$ cat config.mk
export PLATFORM = sky130hd
export DESIGN_NAME = perfmon_intr_msg_freeze_regs
export DESIGN_NICKNAME = d
export VERILOG_FILES = /design/src/perfmon_regs_pkg.sv /design/src/perf_msg_issuer.sv /design/src/perfmon_intr_msg_freeze_regs.sv
export SDC_FILE = /design/constraint.sdc
export NUM_CORES = 1
export LEC_CHECK = 0
export BUFFER_PORTS_ARGS = -buffer_cell sky130_fd_sc_hd__buf_2
export CAP_MARGIN = 30
export CELL_PAD_IN_SITES_DETAIL_PLACEMENT = 2
export CELL_PAD_IN_SITES_GLOBAL_PLACEMENT = 2
export CORE_ASPECT_RATIO = 1.25
export CORE_MARGIN = 3
export CORE_UTILIZATION = 32
export CTS_CLUSTER_SIZE = 8
export DETAILED_ROUTE_END_ITERATION = 10
export PLACE_DENSITY_LB_ADDON = 0.1
export SYNTH_ARGS = -nofsm -noshare
export SYNTH_HDL_FRONTEND = slang
export SYNTH_SLANG_ARGS = --single-unit
$ cat constraint.sdc
create_clock -name ref_clk -period 4.7 [get_ports ref_clk]
set_input_delay 0 -clock ref_clk [delete_from_list [all_inputs] [get_ports ref_clk]]
set_output_delay 0 -clock ref_clk [all_outputs]
set_load 0.01 [all_outputs]
$ cat src/perfmon_regs_pkg.sv
/*
  Package for the performance monitor interrupt message and freeze status registers.
  Assumes a 12-bit byte address into the remapping unit register space.
*/
package perfmon_regs_pkg;

  // ****************************************
  // Register map
  // ****************************************
  localparam int REG_ADDR_W = 12;
  localparam logic [11:0] OFF_IRQ_DATA = 12'h32C;
  localparam logic [11:0] OFF_IRQ_ADDR_LO = 12'h330;
  localparam logic [11:0] OFF_IRQ_ADDR_HI = 12'h334;
  localparam logic [11:0] OFF_FRZ_BASE = 12'h340;
  localparam logic [11:0] OFF_FRZ_OFFSET = 12'h3E8;
  localparam logic [11:0] OFF_EVT_STATUS = 12'h3F0;
  localparam logic [11:0] OFF_EVT_MASK = 12'h3F4;

  // ****************************************
  // Field layout and reset values
  // ****************************************
  localparam int PAYLOAD_W = 16;
  localparam int TARGET_LO_POS = 2;
  localparam int TARGET_LO_W = 30;
  localparam logic [15:0] IRQ_DATA_RST = 16'h0000;
  localparam logic [29:0] IRQ_ADDR_LO_RST = 30'h00000000;
  localparam logic [31:0] IRQ_ADDR_HI_RST = 32'h00000000;
  localparam int FRZ_REG_BYTES = 8;
  localparam int EVT_W = 2;
  localparam int EVT_MSG_SENT = 0;
  localparam int EVT_FRZ_CHANGE = 1;
  localparam logic [1:0] EVT_STATUS_RST = 2'h0;
  localparam logic [1:0] EVT_MASK_RST = 2'h0;

  // ****************************************
  // Command opcodes
  // ****************************************
  typedef enum logic [1:0] {
    CMD_FREEZE,
    CMD_UNFREEZE,
    CMD_DISABLE
  } cmd_op_t;

endpackage

$ cat src/perf_msg_issuer.sv
/*
  Issues the performance monitor interrupt message as one valid/ready write.
  Assumes the fabric holds msg_ready on the same clock and the mask is a register level.
*/
`timescale 1ns/100ps
`default_nettype none

module perf_msg_issuer (
  input wire logic ref_clk,
  input wire logic rst_n,
  input wire logic enable,
  input wire logic perf_event,
  input wire logic perf_irq_mask,
  input wire logic pending_clear,
  input wire logic [63:0] target_addr,
  input wire logic [15:0] payload,
  input wire logic msg_ready,
  output logic msg_valid,
  output logic [63:0] msg_addr,
  output logic [31:0] msg_data,
  output logic pending
);
  import perfmon_regs_pkg::*;

  typedef struct packed {
    logic pending;
    logic valid;
    logic [63:0] addr;
    logic [31:0] data;
  } issuer_t;

  issuer_t q, d;

  // ****************************************
  // Pending and issue logic
  // ****************************************
  always_comb begin
    d = q;
    if (q.valid && msg_ready) begin
      d.valid = 1'b0;
    end
    if (pending_clear) begin
      d.pending = 1'b0;
    end
    if (q.pending && !pending_clear && !perf_irq_mask && enable &&
        (!q.valid || msg_ready)) begin
      d.valid = 1'b1;
      d.addr = target_addr;
      d.data = {16'h0000, payload};
      d.pending = 1'b0;
    end
    if (perf_event && enable) begin
      d.pending = 1'b1;
    end
  end

  always_ff @(posedge ref_clk) begin
    if (!rst_n) begin
      q <= '0;
    end else begin
      q <= d;
    end
  end

  assign msg_valid = q.valid;
  assign msg_addr = q.addr;
  assign msg_data = q.data;
  assign pending = q.pending;
endmodule

`default_nettype wire

$ cat src/perfmon_intr_msg_freeze_regs.sv
/*
  Performance monitor interrupt message registers and counter freeze status vectors.
  Assumes a single-cycle register port on ref_clk, counter logic and command engine on
  the same clock, and the supported strap arriving from a pin.
*/
// Behaviour
// - Message data is 16 writable bits; upper 16 bits read zero.
// - Lower address register keeps bits 31:2; bits 1:0 read zero.
// - With extended interrupt mode the upper address is a writable 32-bit register.
// - Without extended interrupt mode the upper address reads zero, ignores writes.
// - Without performance monitoring, data and address registers read zero, ignore writes.
// - Freeze vectors are 64-bit read-only, placed at base plus m times eight.
// - A freeze bit reads one while its counter is frozen.
// - A frozen counter stays frozen until software unfreezes it.
// - A freeze bit reads zero while its counter is not frozen.
// - Only commands and hardware freeze requests change freeze state; writes to freeze vectors do nothing.
// - A successful disable command clears that counter's freeze bit.
// - Without performance monitoring the freeze vectors are absent and read zero.
// - An unmasked event issues a message from the data and address registers.
`timescale 1ns/100ps
`default_nettype none

module perfmon_intr_msg_freeze_regs #(
  parameter int NUM_COUNTERS = 64,
  parameter bit EXT_IRQ_MODE = 1'b1
) (
  input wire logic ref_clk,
  input wire logic rst_n,
  input wire logic [perfmon_regs_pkg::REG_ADDR_W-1:0] reg_addr,
  input wire logic [31:0] reg_wdata,
  input wire logic reg_wr,
  input wire logic reg_rd,
  output logic [31:0] reg_rdata,
  input wire logic perf_monitor_supported,
  input wire logic perf_irq_mask,
  input wire logic perf_event,
  input wire logic perf_status_clear,
  input wire logic [NUM_COUNTERS-1:0] hw_freeze_req,
  input wire logic cmd_done,
  input wire logic cmd_success,
  input wire perfmon_regs_pkg::cmd_op_t cmd_op,
  input wire logic [$clog2(NUM_COUNTERS)-1:0] cmd_idx,
  output logic [NUM_COUNTERS-1:0] counter_frozen_bits,
  output logic msg_valid,
  input wire logic msg_ready,
  output logic [63:0] msg_addr,
  output logic [31:0] msg_data,
  output logic irq_pending,
  output logic irq
);
  import perfmon_regs_pkg::*;

  // ****************************************
  // Sizes and state
  // ****************************************
  localparam int IDX_W = $clog2(NUM_COUNTERS);
  localparam int FRZ_REGS = (NUM_COUNTERS + 63) / 64;
  localparam int FRZ_PAD_W = FRZ_REGS * 64;
  localparam logic [11:0] FRZ_SPAN = 12'(FRZ_REGS * FRZ_REG_BYTES);

  typedef struct packed {
    logic [1:0] sup_sync;
    logic [15:0] payload;
    logic [29:0] target_lo;
    logic [31:0] target_hi;
    logic [NUM_COUNTERS-1:0] frozen;
    logic [EVT_W-1:0] evt_status;
    logic [EVT_W-1:0] evt_mask;
    logic [31:0] rdata;
    logic irq;
  } regs_t;

  regs_t q, d;

  logic supported;
  logic cmd_ok;
  logic msg_taken;
  logic rd_status;
  logic frz_hit;
  logic [11:0] frz_off;
  logic [FRZ_PAD_W-1:0] frz_pad;
  logic [FRZ_PAD_W-1:0] frz_shift;
  logic [EVT_W-1:0] evt_set;
  logic [63:0] target_full;

  assign supported = q.sup_sync[1];
  assign cmd_ok = cmd_done && cmd_success && supported;
  assign msg_taken = msg_valid && msg_ready;
  assign rd_status = reg_rd && (reg_addr == OFF_EVT_STATUS);
  assign frz_off = reg_addr - OFF_FRZ_BASE;
  assign frz_hit = (reg_addr >= OFF_FRZ_BASE) && (frz_off < FRZ_SPAN);
  assign frz_pad = FRZ_PAD_W'(q.frozen);
  assign frz_shift = frz_pad >> {frz_off[11:2], 5'h00};
  assign target_full = {q.target_hi, q.target_lo, 2'h0};

  always_comb begin
    evt_set = '0;
    evt_set[EVT_MSG_SENT] = msg_taken;
    evt_set[EVT_FRZ_CHANGE] = cmd_ok;
  end

  // ****************************************
  // Register writes, freeze state, read path
  // ****************************************
  always_comb begin
    d = q;
    d.sup_sync = {q.sup_sync[0], perf_monitor_supported};

    if (reg_wr && supported) begin
      if (reg_addr == OFF_IRQ_DATA) begin
        d.payload = reg_wdata[15:0];
      end else if (reg_addr == OFF_IRQ_ADDR_LO) begin
        d.target_lo = reg_wdata[31:2];
      end else if (reg_addr == OFF_IRQ_ADDR_HI) begin
        if (EXT_IRQ_MODE) begin
          d.target_hi = reg_wdata;
        end
      end
    end
    if (reg_wr && (reg_addr == OFF_EVT_MASK)) begin
      d.evt_mask = reg_wdata[EVT_W-1:0];
    end

    // Hardware freeze requests win over an unfreeze or disable command in the same cycle.
    for (int i = 0; i < NUM_COUNTERS; i++) begin
      if (cmd_ok && (cmd_idx == IDX_W'(i)) &&
          ((cmd_op == CMD_UNFREEZE) || (cmd_op == CMD_DISABLE))) begin
        d.frozen[i] = 1'b0;
      end
      if (supported && (hw_freeze_req[i] ||
          (cmd_ok && (cmd_idx == IDX_W'(i)) && (cmd_op == CMD_FREEZE)))) begin
        d.frozen[i] = 1'b1;
      end
    end

    if (rd_status) begin
      d.evt_status = '0;
    end
    d.evt_status = d.evt_status | evt_set;
    d.irq = |(d.evt_status & d.evt_mask);

    if (reg_rd) begin
      d.rdata = 32'h00000000;
      if (reg_addr == OFF_EVT_STATUS) begin
        d.rdata[EVT_W-1:0] = q.evt_status;
      end else if (reg_addr == OFF_EVT_MASK) begin
        d.rdata[EVT_W-1:0] = q.evt_mask;
      end else if (!supported) begin
        d.rdata = 32'h00000000;
      end else if (reg_addr == OFF_IRQ_DATA) begin
        d.rdata[15:0] = q.payload;
      end else if (reg_addr == OFF_IRQ_ADDR_LO) begin
        d.rdata[31:2] = q.target_lo;
      end else if (reg_addr == OFF_IRQ_ADDR_HI) begin
        d.rdata = q.target_hi;
      end else if (reg_addr == OFF_FRZ_OFFSET) begin
        d.rdata[11:0] = OFF_FRZ_BASE;
      end else if (frz_hit) begin
        d.rdata = frz_shift[31:0];
      end
    end
  end

  always_ff @(posedge ref_clk) begin
    if (!rst_n) begin
      q.sup_sync <= 2'h0;
      q.payload <= IRQ_DATA_RST;
      q.target_lo <= IRQ_ADDR_LO_RST;
      q.target_hi <= IRQ_ADDR_HI_RST;
      q.frozen <= '0;
      q.evt_status <= EVT_STATUS_RST;
      q.evt_mask <= EVT_MASK_RST;
      q.rdata <= 32'h00000000;
      q.irq <= 1'b0;
    end else begin
      q <= d;
    end
  end

  assign reg_rdata = q.rdata;
  assign counter_frozen_bits = q.frozen;
  assign irq = q.irq;

  // ****************************************
  // Message issue
  // ****************************************
  perf_msg_issuer issuer (
    .ref_clk(ref_clk),
    .rst_n(rst_n),
    .enable(supported),
    .perf_event(perf_event),
    .perf_irq_mask(perf_irq_mask),
    .pending_clear(perf_status_clear),
    .target_addr(target_full),
    .payload(q.payload),
    .msg_ready(msg_ready),
    .msg_valid(msg_valid),
    .msg_addr(msg_addr),
    .msg_data(msg_data),
    .pending(irq_pending)
  );
endmodule

`default_nettype wire

==> results.txt, run 1 <==
----------------------------------------------------
[Global routing]
  Global-route track usage on met1 ... 0.3284
  Antenna violations before repair ... 1
  First-pass GRT wire length ... 77090 microns
  M2 GR Usage ... 0.4529
  Via count of the first global-routing pass ... ~13k
  Global routing usage on met3 ... 0.03775
  GRT busiest layer ... met2
  Aggregate global routing overflow ... 0
  Overall global routing resource usage ... 0.2573
  Pin count of the biggest net entering global routing ... 135

[Timing]
  Worst slew margin relative to its limit ... 0.4170
  Worst hold slack after final layout ... between 0.05 and 0.06 ns
  Unrepaired setup endpoints after global routing ... false
  Hold Fails Final Rpt ... 0
  Sum of negative setup slack ... 0 ns
  Slack of the critical path ... about 1.7 ns
  Post-route minimum period ... just over 3 ns
  Final Max Slew Viols ... 0
  Clock Skews ... ~0.016 ns
  Post-route clock period utilization ... 0.6426
  Setup violations, final ... 0
  Worst-margin pin slew ... between 0.8 and 0.9 ns
  Peak clock frequency supported by timing ... between 300 and 400 MHz

[Layout]
  Share of layout cells above drive strength 1 ... 0.2259
  Finished layout cell area ... about 0.015 sq mm
  Nets ... between 1.5k and 2k
  Filler cell count in the final layout ... about 4.1k
  Synth-to-Final Area Change ... 27.14%

[Yosys]
  Post-synth top cells ... 361 x nand2_1, 261 x dfxtp_1, 242 x a21oi_1
  Post-synthesis area per instance ... ~7.8 sq um
  Number of instances in the synthesized netlist ... ~1.5k
  Count leader, synth ... nand2_1
  Combinational family with the most area after synthesis ... compound AO/OA/AOI/OAI gates
  Dominant synthesized flop cell ... dfxtp_1
  Proportion of synthesized area in mux cells ... 0.03248
  Synth top area cells ... dfxtp_1 45%, nand2_1 12%, a21oi_1 10%
  Xor and xnor fraction of the mapped netlist area ... 0
  FF+latch count, synth ... 261
  Summed instance area of the synthesized netlist ... between 0.01 and 0.015 sq mm
  Synthesized-area fraction occupied by adder cells ... 0.001072
  Number of enable-type register cells in the synthesized netlist ... 0
  Share of synthesized area occupied by flip-flops and latches ... 0.4477
  Simple logic cell fraction of the synthesized area ... 0.1934
  Count of unique library cells instantiated by Yosys ... 52
  Ys Warns ... 0
  Dominant cell type by area after synthesis ... dfxtp_1
  Fraction of registers with async set/reset ... 0
  Synthesized-area fraction occupied by ao, oa, aoi and oai cells ... 0.2116
  Fraction of synthesized cell area taken by the top area cell type ... 0.4477

[Power and ir drop]
  Power density over the cells ... 340.5 mW/mm^2
  Total power ... about 5 mW
  Static Leak ... roughly 5.6 nW
  Worst VDD drop ... about 0.17 mV

[Setup path]
  Internal reg-to-reg setup slack ... between 1.5 and 2 ns
  Maximum fanout encountered on the critical timing path ... between 40 and 50
  CP startpoint kind ... flip-flop
  Delay of the slowest critical-path stage ... ~0.67 ns
  CP max-delay cell ... nand2b_2
  Data arrival time of the critical path ... 3.47 ns
  Required time reported for the critical path endpoint ... approximately 5.2 ns
  Kind of cell with the highest combined delay on the critical path ... buffers and inverters
  Number of buffers and inverters on the critical path ... 2
  Type of the setup path with the least slack ... reg -> reg
  Sequence of cells on the critical path ... nor2b_1, nand2b_2, buf_4, a32oi_1, dlygate4sd3_1, nor2_1
  Worst Setup End Kind ... flip-flop

[Clock network]
  CTS tree ... done
  Total clock buffers created by CTS ... 38
  # Post-CTS Setup Buffers ... 0
  Sinks on the clock net ... between 200 and 300
  Clock-pin slew on the worst setup and hold paths ... 0.05 ns
  Buffers from clock root to sink, at most ... 3
  Clock root buffer master ... clkbuf_16
  H-tree depth reported by CTS ... 2
  Clock insertion delay at the later pin of the skew report ... 0.53 ns

[Die]
  Io pins ... ~320
  Die span in x ... around 180 microns
  Number of core rows ... 77
  Overall die area ... about 0.039 sq mm
  CORE AREA ... about 0.036 sq mm
  Initial core utilization ... 0.3274
  Height of the die ... around 220 microns

[Place]
  Detailed placer's ending HPWL ... between 30000 and 40000 microns
  Placement Cell Area ... about 0.013 sq mm
  Worst setup slack before clock tree synthesis ... 2.168 ns
  Routability congestion estimate ... 0.8492
  Port-buffer cells ... slightly above 300

[Outcome]
  Status ... finished, final reports clean

[Route]
  Per-cell routed wire length ... approximately 23 microns
  Final ANT Viol Nets ... 0
  Total via count after detailed routing ... 11.72k
  Via density ... 5.211
  DRC Markers ... 0
  Number of search-and-repair iterations in the first detailed-routing pass ... 6
  Iteration-0 DRC count of the detailed router ... around 850
  Sum of routed wire length over all layers ... a little over 50000 microns

[Hold path]
  Path type of the worst min-delay path ... in -> reg

[Flow run]
  Maximum capacitance violations ... 0

----------------------------------------------------
==> worst register-to-register path, cell delays in order (launching register included) <==
cell and delay (ns):
dfxtp_1 0.41, nor2b_1 0.40, nand2b_2 0.67, buf_4 0.61
a32oi_1 0.18, dlygate4sd3_1 0.60, nor2_1 0.08
==> cells by family after synthesis <==
logic type / after synthesis
other: 1
DFF: 261
buffers and inverters: 224
and+or+nand+nor: 528
AOI/OAI and AO/OA: 451
adders and majority gates: 1
muxes: 35
==> power by group <==
part	total (mW)	leakage [nW]	switching [mW]	internal, mW
clock	2.45	0.489	0.991	1.46
sequential	2.25	2.11	0.0164	2.24
combinational	0.346	3.04	0.198	0.149
total	5.05	5.64	1.20	3.85
==> placed cells by master (no fill, tap or decap), types with 15 or more instances in the layout <==
cell type	netlist	final
nand2_1	361	361
buf_2	23	303
dfxtp_1	261	260
a21oi_1	242	242
o21ai_0	139	139
dlygate4sd3_1	0	109
nor2_1	93	93
clkbuf_16	0	39
mux2_2	23	23
a22oi_1	21	21
conb_1	1	18
buf_4	115	15
==> state kept, by name, summed over array words and instances, names as in the netlist <==
register	flops
q	83
counter_frozen_bits	64
issuer.msg_addr	62
reg_rdata	32
issuer.msg_data	16
d	1
irq	1
issuer.msg_valid	1
issuer.pending	1
==> through the flow <==
step / std cells / util
floorplan: 1518 / -
global placement: 2094 / 0.3569
detailed placement: 2097 / 0.3577
CTS: 2249 / 0.4162
global route: 2249 / 0.4162
finish: 2250 / 0.4163
==> routing by layer <==
metal	share of wire	vias up
li1	-	5494
met1	0.44	5826
met2	0.49	334
met3	0.046	68
met4	0.025	2
met5	0.00025	-
==> final timing paths <==
kind,start,end,cells after the start
hold / removal,reg_rd,reg_rdata[3],3
hold reg to reg,reg_rdata[24],reg_rdata[24],2
setup / recovery,issuer.msg_valid,issuer.pending,6
setup reg to reg,issuer.msg_valid,issuer.pending,6
==> cell type report <==
type,count,area (sq um),area share
antenna,1,2.502,0.0001686
clock buffer,42,987.2,0.06653
clock inverter,1,8.758,0.0005902
inverter,8,35.03,0.002361
multi-input combinational,1033,5215,0.3514
sequential,261,5226,0.3522
tap,474,593.1,0.03997
timing repair buffer,430,2771,0.1868
==> timing repair <==
| action | in CTS | in global routing |
|---|---|---|
| gates resized for setup | 0 | 0 |
| setup endpoints to repair | 0 | 0 |
| hold buffers | 109 | 0 |
| hold endpoints to repair | 159 | 0 |
(Power assumes the default switching activity.)
==> inputs of run 2 (changes only) <==
--- a/config.mk
+++ b/config.mk
@@ -11,7 +11,7 @@
 export CELL_PAD_IN_SITES_GLOBAL_PLACEMENT = 2
 export CORE_ASPECT_RATIO = 1.25
 export CORE_MARGIN = 3
-export CORE_UTILIZATION = 32
+export CORE_UTILIZATION = 29
 export CTS_CLUSTER_SIZE = 8
 export DETAILED_ROUTE_END_ITERATION = 10
 export PLACE_DENSITY_LB_ADDON = 0.1
==> constraint.sdc (replaced) <==
create_clock -name ref_clk -period 2.8 [get_ports ref_clk]
set_input_delay 0 -clock ref_clk [delete_from_list [all_inputs] [get_ports ref_clk]]
set_output_delay 0 -clock ref_clk [all_outputs]
set_load 0.01 [all_outputs]
==> run 2 against run 1 <==
Sequential cell count stayed put. Highest routed layer unchanged. Worst setup slack worse by 1.4 ns. Wire length is 1.4% higher.
==> results.txt, run 2 (synthesis results as in run 1) <==
----------------------------------------------------
[Outcome]
  Status ... finished, final reports clean

[Route]
  Iteration-0 DRC count of the detailed router ... between 500 and 600
  Sum of routed wire length over all layers ... between 50000 and 60000 microns
  Total via count after detailed routing ... roughly 12k
  Number of search-and-repair iterations in the first detailed-routing pass ... 5
  DRC Markers ... 0
  Via density ... 5.116
  Final ANT Viol Nets ... 0
  Per-cell routed wire length ... 22.88 microns

[Die]
  Height of the die ... about 230 microns
  CORE AREA ... about 0.039 sq mm
  Initial core utilization ... 0.2960
  Io pins ... ~320
  Overall die area ... between 0.04 and 0.05 sq mm
  Number of core rows ... 81
  Die span in x ... between 150 and 200 microns

[Setup path]
  CP max-delay cell ... dlygate4sd3_1
  Maximum fanout encountered on the critical timing path ... 21
  Worst Setup End Kind ... flip-flop
  Number of logic stages on the critical path including buffering ... 5
  Kind of cell with the highest combined delay on the critical path ... buffers and inverters
  Sequence of cells on the critical path ... nor4bb_1, dlygate4sd3_1, nor2_1, dlygate4sd3_1, nor2_1
  Crit path from ... q[180]
  Delay of the slowest critical-path stage ... about 0.65 ns
  Depth of the worst register-to-register path ... 5
  Destination of the worst register-to-register timing path ... issuer.msg_valid
  Number of buffers and inverters on the critical path ... 2
  Required time reported for the critical path endpoint ... around 3.3 ns
  CP endpoint ... issuer.msg_valid
  Reg2reg start ... q[180]
  CP startpoint kind ... flip-flop
  Type of the setup path with the least slack ... reg -> reg
  Data arrival time of the critical path ... 2.99 ns
  Internal reg-to-reg setup slack ... roughly 0.26 ns

[Layout]
  Leading cell type in the layout, fill and taps excluded ... nand2_1
  Antenna Diode Count ... 0
  Register containing the most flip-flops in the final layout ... q
  Share of layout cells above drive strength 1 ... 0.2289
  Filler cell count in the final layout ... about 4.5k
  Number of flip-flops in the largest register ... slightly above 80
  Combined area of the multi-input logic cells ... about 0.0052 sq mm
  Synth-to-Final Area Change ... 27.85%
  Nets ... about 1.9k
  Most used cells in the layout excluding fill and tap cells ... 361 x nand2_1, 303 x buf_2, 260 x dfxtp_1
  Area taken by flip-flops and latches ... about 0.0052 sq mm
  Finished layout cell area ... ~0.015 sq mm

[Place]
  Port-buffer cells ... just over 300
  Worst setup slack before clock tree synthesis ... approximately 0.49 ns
  Routability congestion estimate ... around 0.81
  Placement Cell Area ... about 0.013 sq mm
  Detailed placer's ending HPWL ... between 30000 and 40000 microns

[Global routing]
  Via count of the first global-routing pass ... 12.41k
  Aggregate global routing overflow ... 0
  Pin count of the biggest net entering global routing ... 91
  Antenna violations before repair ... 1
  First-pass GRT wire length ... 77580 microns
  Overall global routing resource usage ... 0.2360

[Clock network]
  Clock-pin slew on the worst setup and hold paths ... ~0.05 ns
  Buffers from clock root to sink, at most ... 3
  Clock root buffer master ... clkbuf_16
  Number of gates resized after CTS ... 0
  H-tree depth reported by CTS ... 2
  Clock insertion delay at the later pin of the skew report ... between 0.5 and 0.6 ns
  Hold buffers post-CTS ... about 110
  Sinks on the clock net ... 261
  CTS tree ... done
  # Post-CTS Setup Buffers ... 0
  Total clock buffers created by CTS ... 38

[Timing]
  Setup violations, final ... 0
  Clock Skews ... approximately 0.0076 ns
  Hold Fails Final Rpt ... 0
  Unrepaired setup endpoints after global routing ... false
  Slack of the critical path ... between 0.2 and 0.3 ns
  Worst slew margin relative to its limit ... 0.2871
  Peak clock frequency supported by timing ... 393.9 MHz
  Final Max Slew Viols ... 0
  Post-route clock period utilization ... 0.9066
  Post-route minimum period ... 2.539 ns
  Worst-margin pin slew ... 1.068 ns
  Sum of negative setup slack ... 0 ns

[Power and ir drop]
  Power density over the cells ... 570.2 mW/mm^2
  Worst VDD drop ... just over 0.3 mV
  Static Leak ... between 5 and 6 nW

[Flow run]
  Maximum capacitance violations ... 0

[Hold path]
  Path type of the worst min-delay path ... in -> reg

----------------------------------------------------
## run 2: changes by cell type in the layout (fill, tap and decap cells not counted), sizes merged
| cell | before | now |
|---|---|---|
| buf | 321 | 326 |
| clkbuf | 42 | 41 |
| diode | 1 | 0 |
| dlygate4sd3 | 109 | 108 |
## run 2: metal layers
metal,up-vias,global-route usage,part of all wire
met4,2,0.08116,0.033
met3,79,0.03528,0.048
met1,5735,0.3013,0.43
met5,-,0,0.00021
met2,315,0.4040,0.48
li1,5512,-,-
## run 2: worst min-delay path, stage by stage
cell     delay [ns]
buf_2          0.24
nor2b_1        0.16
o31a_1         0.13
## run 2: power by group
group          internal (mW)  leakage (nW)  switching [mW]
combinational          0.252          3.07           0.324
clock                   2.47         0.494            1.68
sequential              3.75          2.11          0.0299
## run 2: final cells by class
cell class,instances,share of cell area
timing repair buffer,434,0.1890
clock inverter,1,0.0005870
multi-input combinational,1033,0.3495
tap,498,0.04176
clock buffer,41,0.06658
inverter,8,0.002348
sequential,261,0.3502
## run 2: how the worst min path moves through the flow
stage	endpoint	depth (start not counted)	slack, ns	startpoint
finish	reg_rdata[13]	3	0.05	reg_rd
global route	reg_rdata[13]	3	0.07	reg_rd
CTS	reg_rdata[12]	3	0.05	reg_rd
detailed placement	d[180]	2	0.22	perf_monitor_supported
global placement	d[180]	2	0.21	perf_monitor_supported
floorplan	d[180]	1	0.13	perf_monitor_supported
## run 2: metrics by stage
stage | hold WS, ns | total power, mW | util | instances
floorplan | 0.1273 | 4.115 | - | 1518
global placement | 0.2122 | 4.305 | 0.3257 | 2126
detailed placement | 0.2197 | 4.312 | 0.3257 | 2126
CTS | 0.04522 | 8.637 | 0.3785 | 2276
global route | 0.06731 | 8.813 | 0.3785 | 2276
finish | 0.04907 | 8.508 | 0.3785 | 2276
==> inputs of run 3 (changes only) <==
--- a/config.mk
+++ b/config.mk
@@ -5,6 +5,7 @@
 export SDC_FILE = /design/constraint.sdc
 export NUM_CORES = 1
 export LEC_CHECK = 0
+export ABC_AREA = 1
 export BUFFER_PORTS_ARGS = -buffer_cell sky130_fd_sc_hd__buf_2
 export CAP_MARGIN = 30
 export CELL_PAD_IN_SITES_DETAIL_PLACEMENT = 2
@@ -15,6 +16,7 @@
 export CTS_CLUSTER_SIZE = 8
 export DETAILED_ROUTE_END_ITERATION = 10
 export PLACE_DENSITY_LB_ADDON = 0.1
+export RECOVER_POWER = 100
 export SYNTH_ARGS = -nofsm -noshare
 export SYNTH_HDL_FRONTEND = slang
 export SYNTH_SLANG_ARGS = --single-unit
==> run 3 against run 2 <==
First-iteration DRC count decreased by 8.2%. Combinational power rose by 13%. Highest routed layer unchanged. Critical path type is now in -> reg. Hold slack better by 0.048 ns. Critical endpoint is now issuer.pending. Largest power group unchanged. Largest cell class is now multi-input combinational cells.
==> results.txt, run 3 <==
----------------------------------------------------
[Clock network]
  # Post-CTS Setup Buffers ... 0
  Clock root buffer master ... clkbuf_16
  Buffers from clock root to sink, at most ... 3
  Clock insertion delay at the later pin of the skew report ... 0.53 ns
  Sinks on the clock net ... 261
  Number of gates resized after CTS ... 0
  CTS tree ... done
  Hold buffers post-CTS ... approximately 110
  Clock-pin slew on the worst setup and hold paths ... 0.05 ns
  H-tree depth reported by CTS ... 2
  Total clock buffers created by CTS ... 38

[Yosys]
  Dominant cell type by area after synthesis ... dfxtp_1
  FF+latch count, synth ... 261
  Count of unique library cells instantiated by Yosys ... 32
  Number of instances in the synthesized netlist ... ~1.8k
  Post-synthesis area per instance ... between 7 and 8 sq um
  Count leader, synth ... nand2_1
  Number of enable-type register cells in the synthesized netlist ... 0
  Post-synth top cells ... 370 x nand2_1, 261 x dfxtp_1, 188 x a21oi_1
  Summed instance area of the synthesized netlist ... roughly 0.013 sq mm
  Fraction of synthesized cell area taken by the top area cell type ... 0.4079
  Dominant synthesized flop cell ... dfxtp_1
  Share of synthesized area occupied by flip-flops and latches ... 0.4079
  Synth top area cells ... dfxtp_1 41%, nand2_1 11%, a21oi_1 7.3%
  Ys Warns ... 0
  Fraction of registers with async set/reset ... 0

[Place]
  Routability congestion estimate ... 0.8164
  Total instance count after detailed placement ... 2471
  Worst setup slack before clock tree synthesis ... between 0.6 and 0.7 ns
  Port-buffer cells ... about 300
  Detailed placer's ending HPWL ... 39590 microns

[Flow run]
  Maximum capacitance violations ... 0

[Timing]
  Clock Skews ... around 0.015 ns
  Slack of the critical path ... around 0.29 ns
  Post-route minimum period ... 2.513 ns
  Worst slew margin relative to its limit ... 0.1852
  Sum of negative setup slack ... 0 ns
  Unrepaired setup endpoints after global routing ... false
  Worst-margin pin slew ... 1.222 ns
  Final Max Slew Viols ... 0
  Setup violations, final ... 0
  Hold Fails Final Rpt ... 0
  Post-route clock period utilization ... 0.8975
  Peak clock frequency supported by timing ... between 300 and 400 MHz

[Power and ir drop]
  Total power ... between 8 and 9 mW
  Static Leak ... about 5.7 nW
  Worst VDD drop ... 0.3390 mV
  Power density over the cells ... 548.2 mW/mm^2

[Global routing]
  Via count of the first global-routing pass ... about 14k
  Aggregate global routing overflow ... 0
  Antenna violations before repair ... 1
  Overall global routing resource usage ... 0.2285
  Pin count of the biggest net entering global routing ... 125
  First-pass GRT wire length ... approximately 85000 microns

[Die]
  Die span in x ... roughly 190 microns
  Initial core utilization ... 0.2952
  Number of core rows ... 85
  Height of the die ... between 200 and 250 microns
  CORE AREA ... between 0.04 and 0.05 sq mm
  Io pins ... 322
  Overall die area ... between 0.04 and 0.05 sq mm

[Layout]
  Number of flip-flops in the largest register ... just over 80
  Leading cell type in the layout, fill and taps excluded ... nand2_1
  Layout Utilization ... 0.3623
  Filler cell count in the final layout ... 5190
  Combined area of the multi-input logic cells ... between 0.005 and 0.006 sq mm
  Antenna Diode Count ... 0
  Post-Layout Cell Count ... ~2.6k
  Most used cells in the layout excluding fill and tap cells ... 369 x nand2_1, 260 x dfxtp_1, 188 x a21oi_1
  Register containing the most flip-flops in the final layout ... q
  Synth-to-Final Area Change ... 22.72%
  Share of layout cells above drive strength 1 ... 0.1130
  Nets ... ~2.2k
  Area taken by flip-flops and latches ... 0.005226 sq mm

[Route]
  DRC Markers ... 0
  Sum of routed wire length over all layers ... approximately 55000 microns
  Per-cell routed wire length ... 21.10 microns
  Iteration-0 DRC count of the detailed router ... 549
  Total via count after detailed routing ... about 13k
  Final ANT Viol Nets ... 0
  Via density ... approximately 5.0
  Number of search-and-repair iterations in the first detailed-routing pass ... 5

[Setup path]
  Maximum fanout encountered on the critical timing path ... between 100 and 150
  Depth of the worst register-to-register path ... 7
  Type of the setup path with the least slack ... in -> reg
  Internal reg-to-reg setup slack ... 0.37 ns
  Worst Setup End Kind ... flip-flop
  Destination of the worst register-to-register timing path ... q[170]
  Reg2reg start ... q[180]
  Data arrival time of the critical path ... ~3.0 ns
  Required time reported for the critical path endpoint ... ~3.3 ns
  CP startpoint kind ... primary input

[Hold path]
  Startpoint of the most critical hold path ... perf_irq_mask
  Endpoint of the worst hold-timing path ... issuer.msg_addr[63]
  Worst hold path stage count ... 5
  Path type of the worst min-delay path ... in -> reg

[Outcome]
  Status ... finished, final reports clean

----------------------------------------------------
run 3: cell count changes after synthesis, sizes merged, moves of 23 or more:
| cell | previous run | this run |
|---|---|---|
| mux2 | 23 | 0 |
| nand3 | 11 | 136 |
| a21oi | 242 | 188 |
| nand4 | 8 | 34 |
| inv | 8 | 103 |
| nor2 | 93 | 187 |
| a211oi | 0 | 47 |
run 3: power breakdown:
part / switching, mW / internal (mW) / total, mW / leakage (nW)
clock network: 1.71 / 2.47 / 4.18 / 0.498
logic: 0.408 / 0.241 / 0.649 / 3.08
registers: 0.0345 / 3.75 / 3.79 / 2.11
run 3: worst max-delay path: stages:
cell and delay, ns:
dlygate4sd3_1 0.52, clkbuf_1 0.89, inv_8 0.47, a21oi_1 0.30, dlygate4sd3_1 0.58
run 3: layout make-up:
class	instances	share of cell area
clock buffers	42	0.06280
flip-flops and latches	261	0.3325
repair buffers	444	0.1703
inverters	104	0.02547
multi-input cells	1209	0.3619
clock inverters	2	0.002069
well taps	565	0.04497
run 3: cell families (layout without fill, tap and decap cells):
| kind of cell | after synthesis | count (layout) | synth area share |
|---|---|---|---|
| buf+inv | 340 | 592 | 0.1370 |
| compound gates | 414 | 414 | 0.1903 |
| flops | 261 | 261 | 0.4079 |
| other cells | 1 | 18 | 0.0002927 |
| fa+ha+maj | 1 | 1 | 0.0009766 |
| simple gates | 776 | 776 | 0.2635 |
run 3: layer usage:
layer,share of wire,vias up,wire (microns),global-route usage
met2,0.48,256,26800,0.3939
li1,-,6344,-,-
met5,0.00014,-,8,0
met3,0.038,65,2113,0.03519
met1,0.46,6507,25370,0.3029
met4,0.020,2,1128,0.05420
run 3: through the flow:
step | hold WS, ns | instance area [sq um]
after global routing | 0.1160 | 15720
final | 0.09740 | 15720
after floorplan | 0.09763 | 12870
after CTS | 0.06994 | 16240
after global placement | 0.1948 | 14070
after detailed placement | 0.2017 | 14100
run 3: worst max path at each step:
stage	startpoint	end	slack (ns)	cells past startpoint
floorplan	q[180]	q[135]	1.30	6
finish	rst_n	issuer.pending	0.29	5
global placement	cmd_op[0]	counter_frozen_bits[36]	0.65	7
global route	rst_n	counter_frozen_bits[52]	0.16	5
CTS	q[180]	q[166]	0.42	7
detailed placement	q[180]	counter_frozen_bits[36]	0.69	7
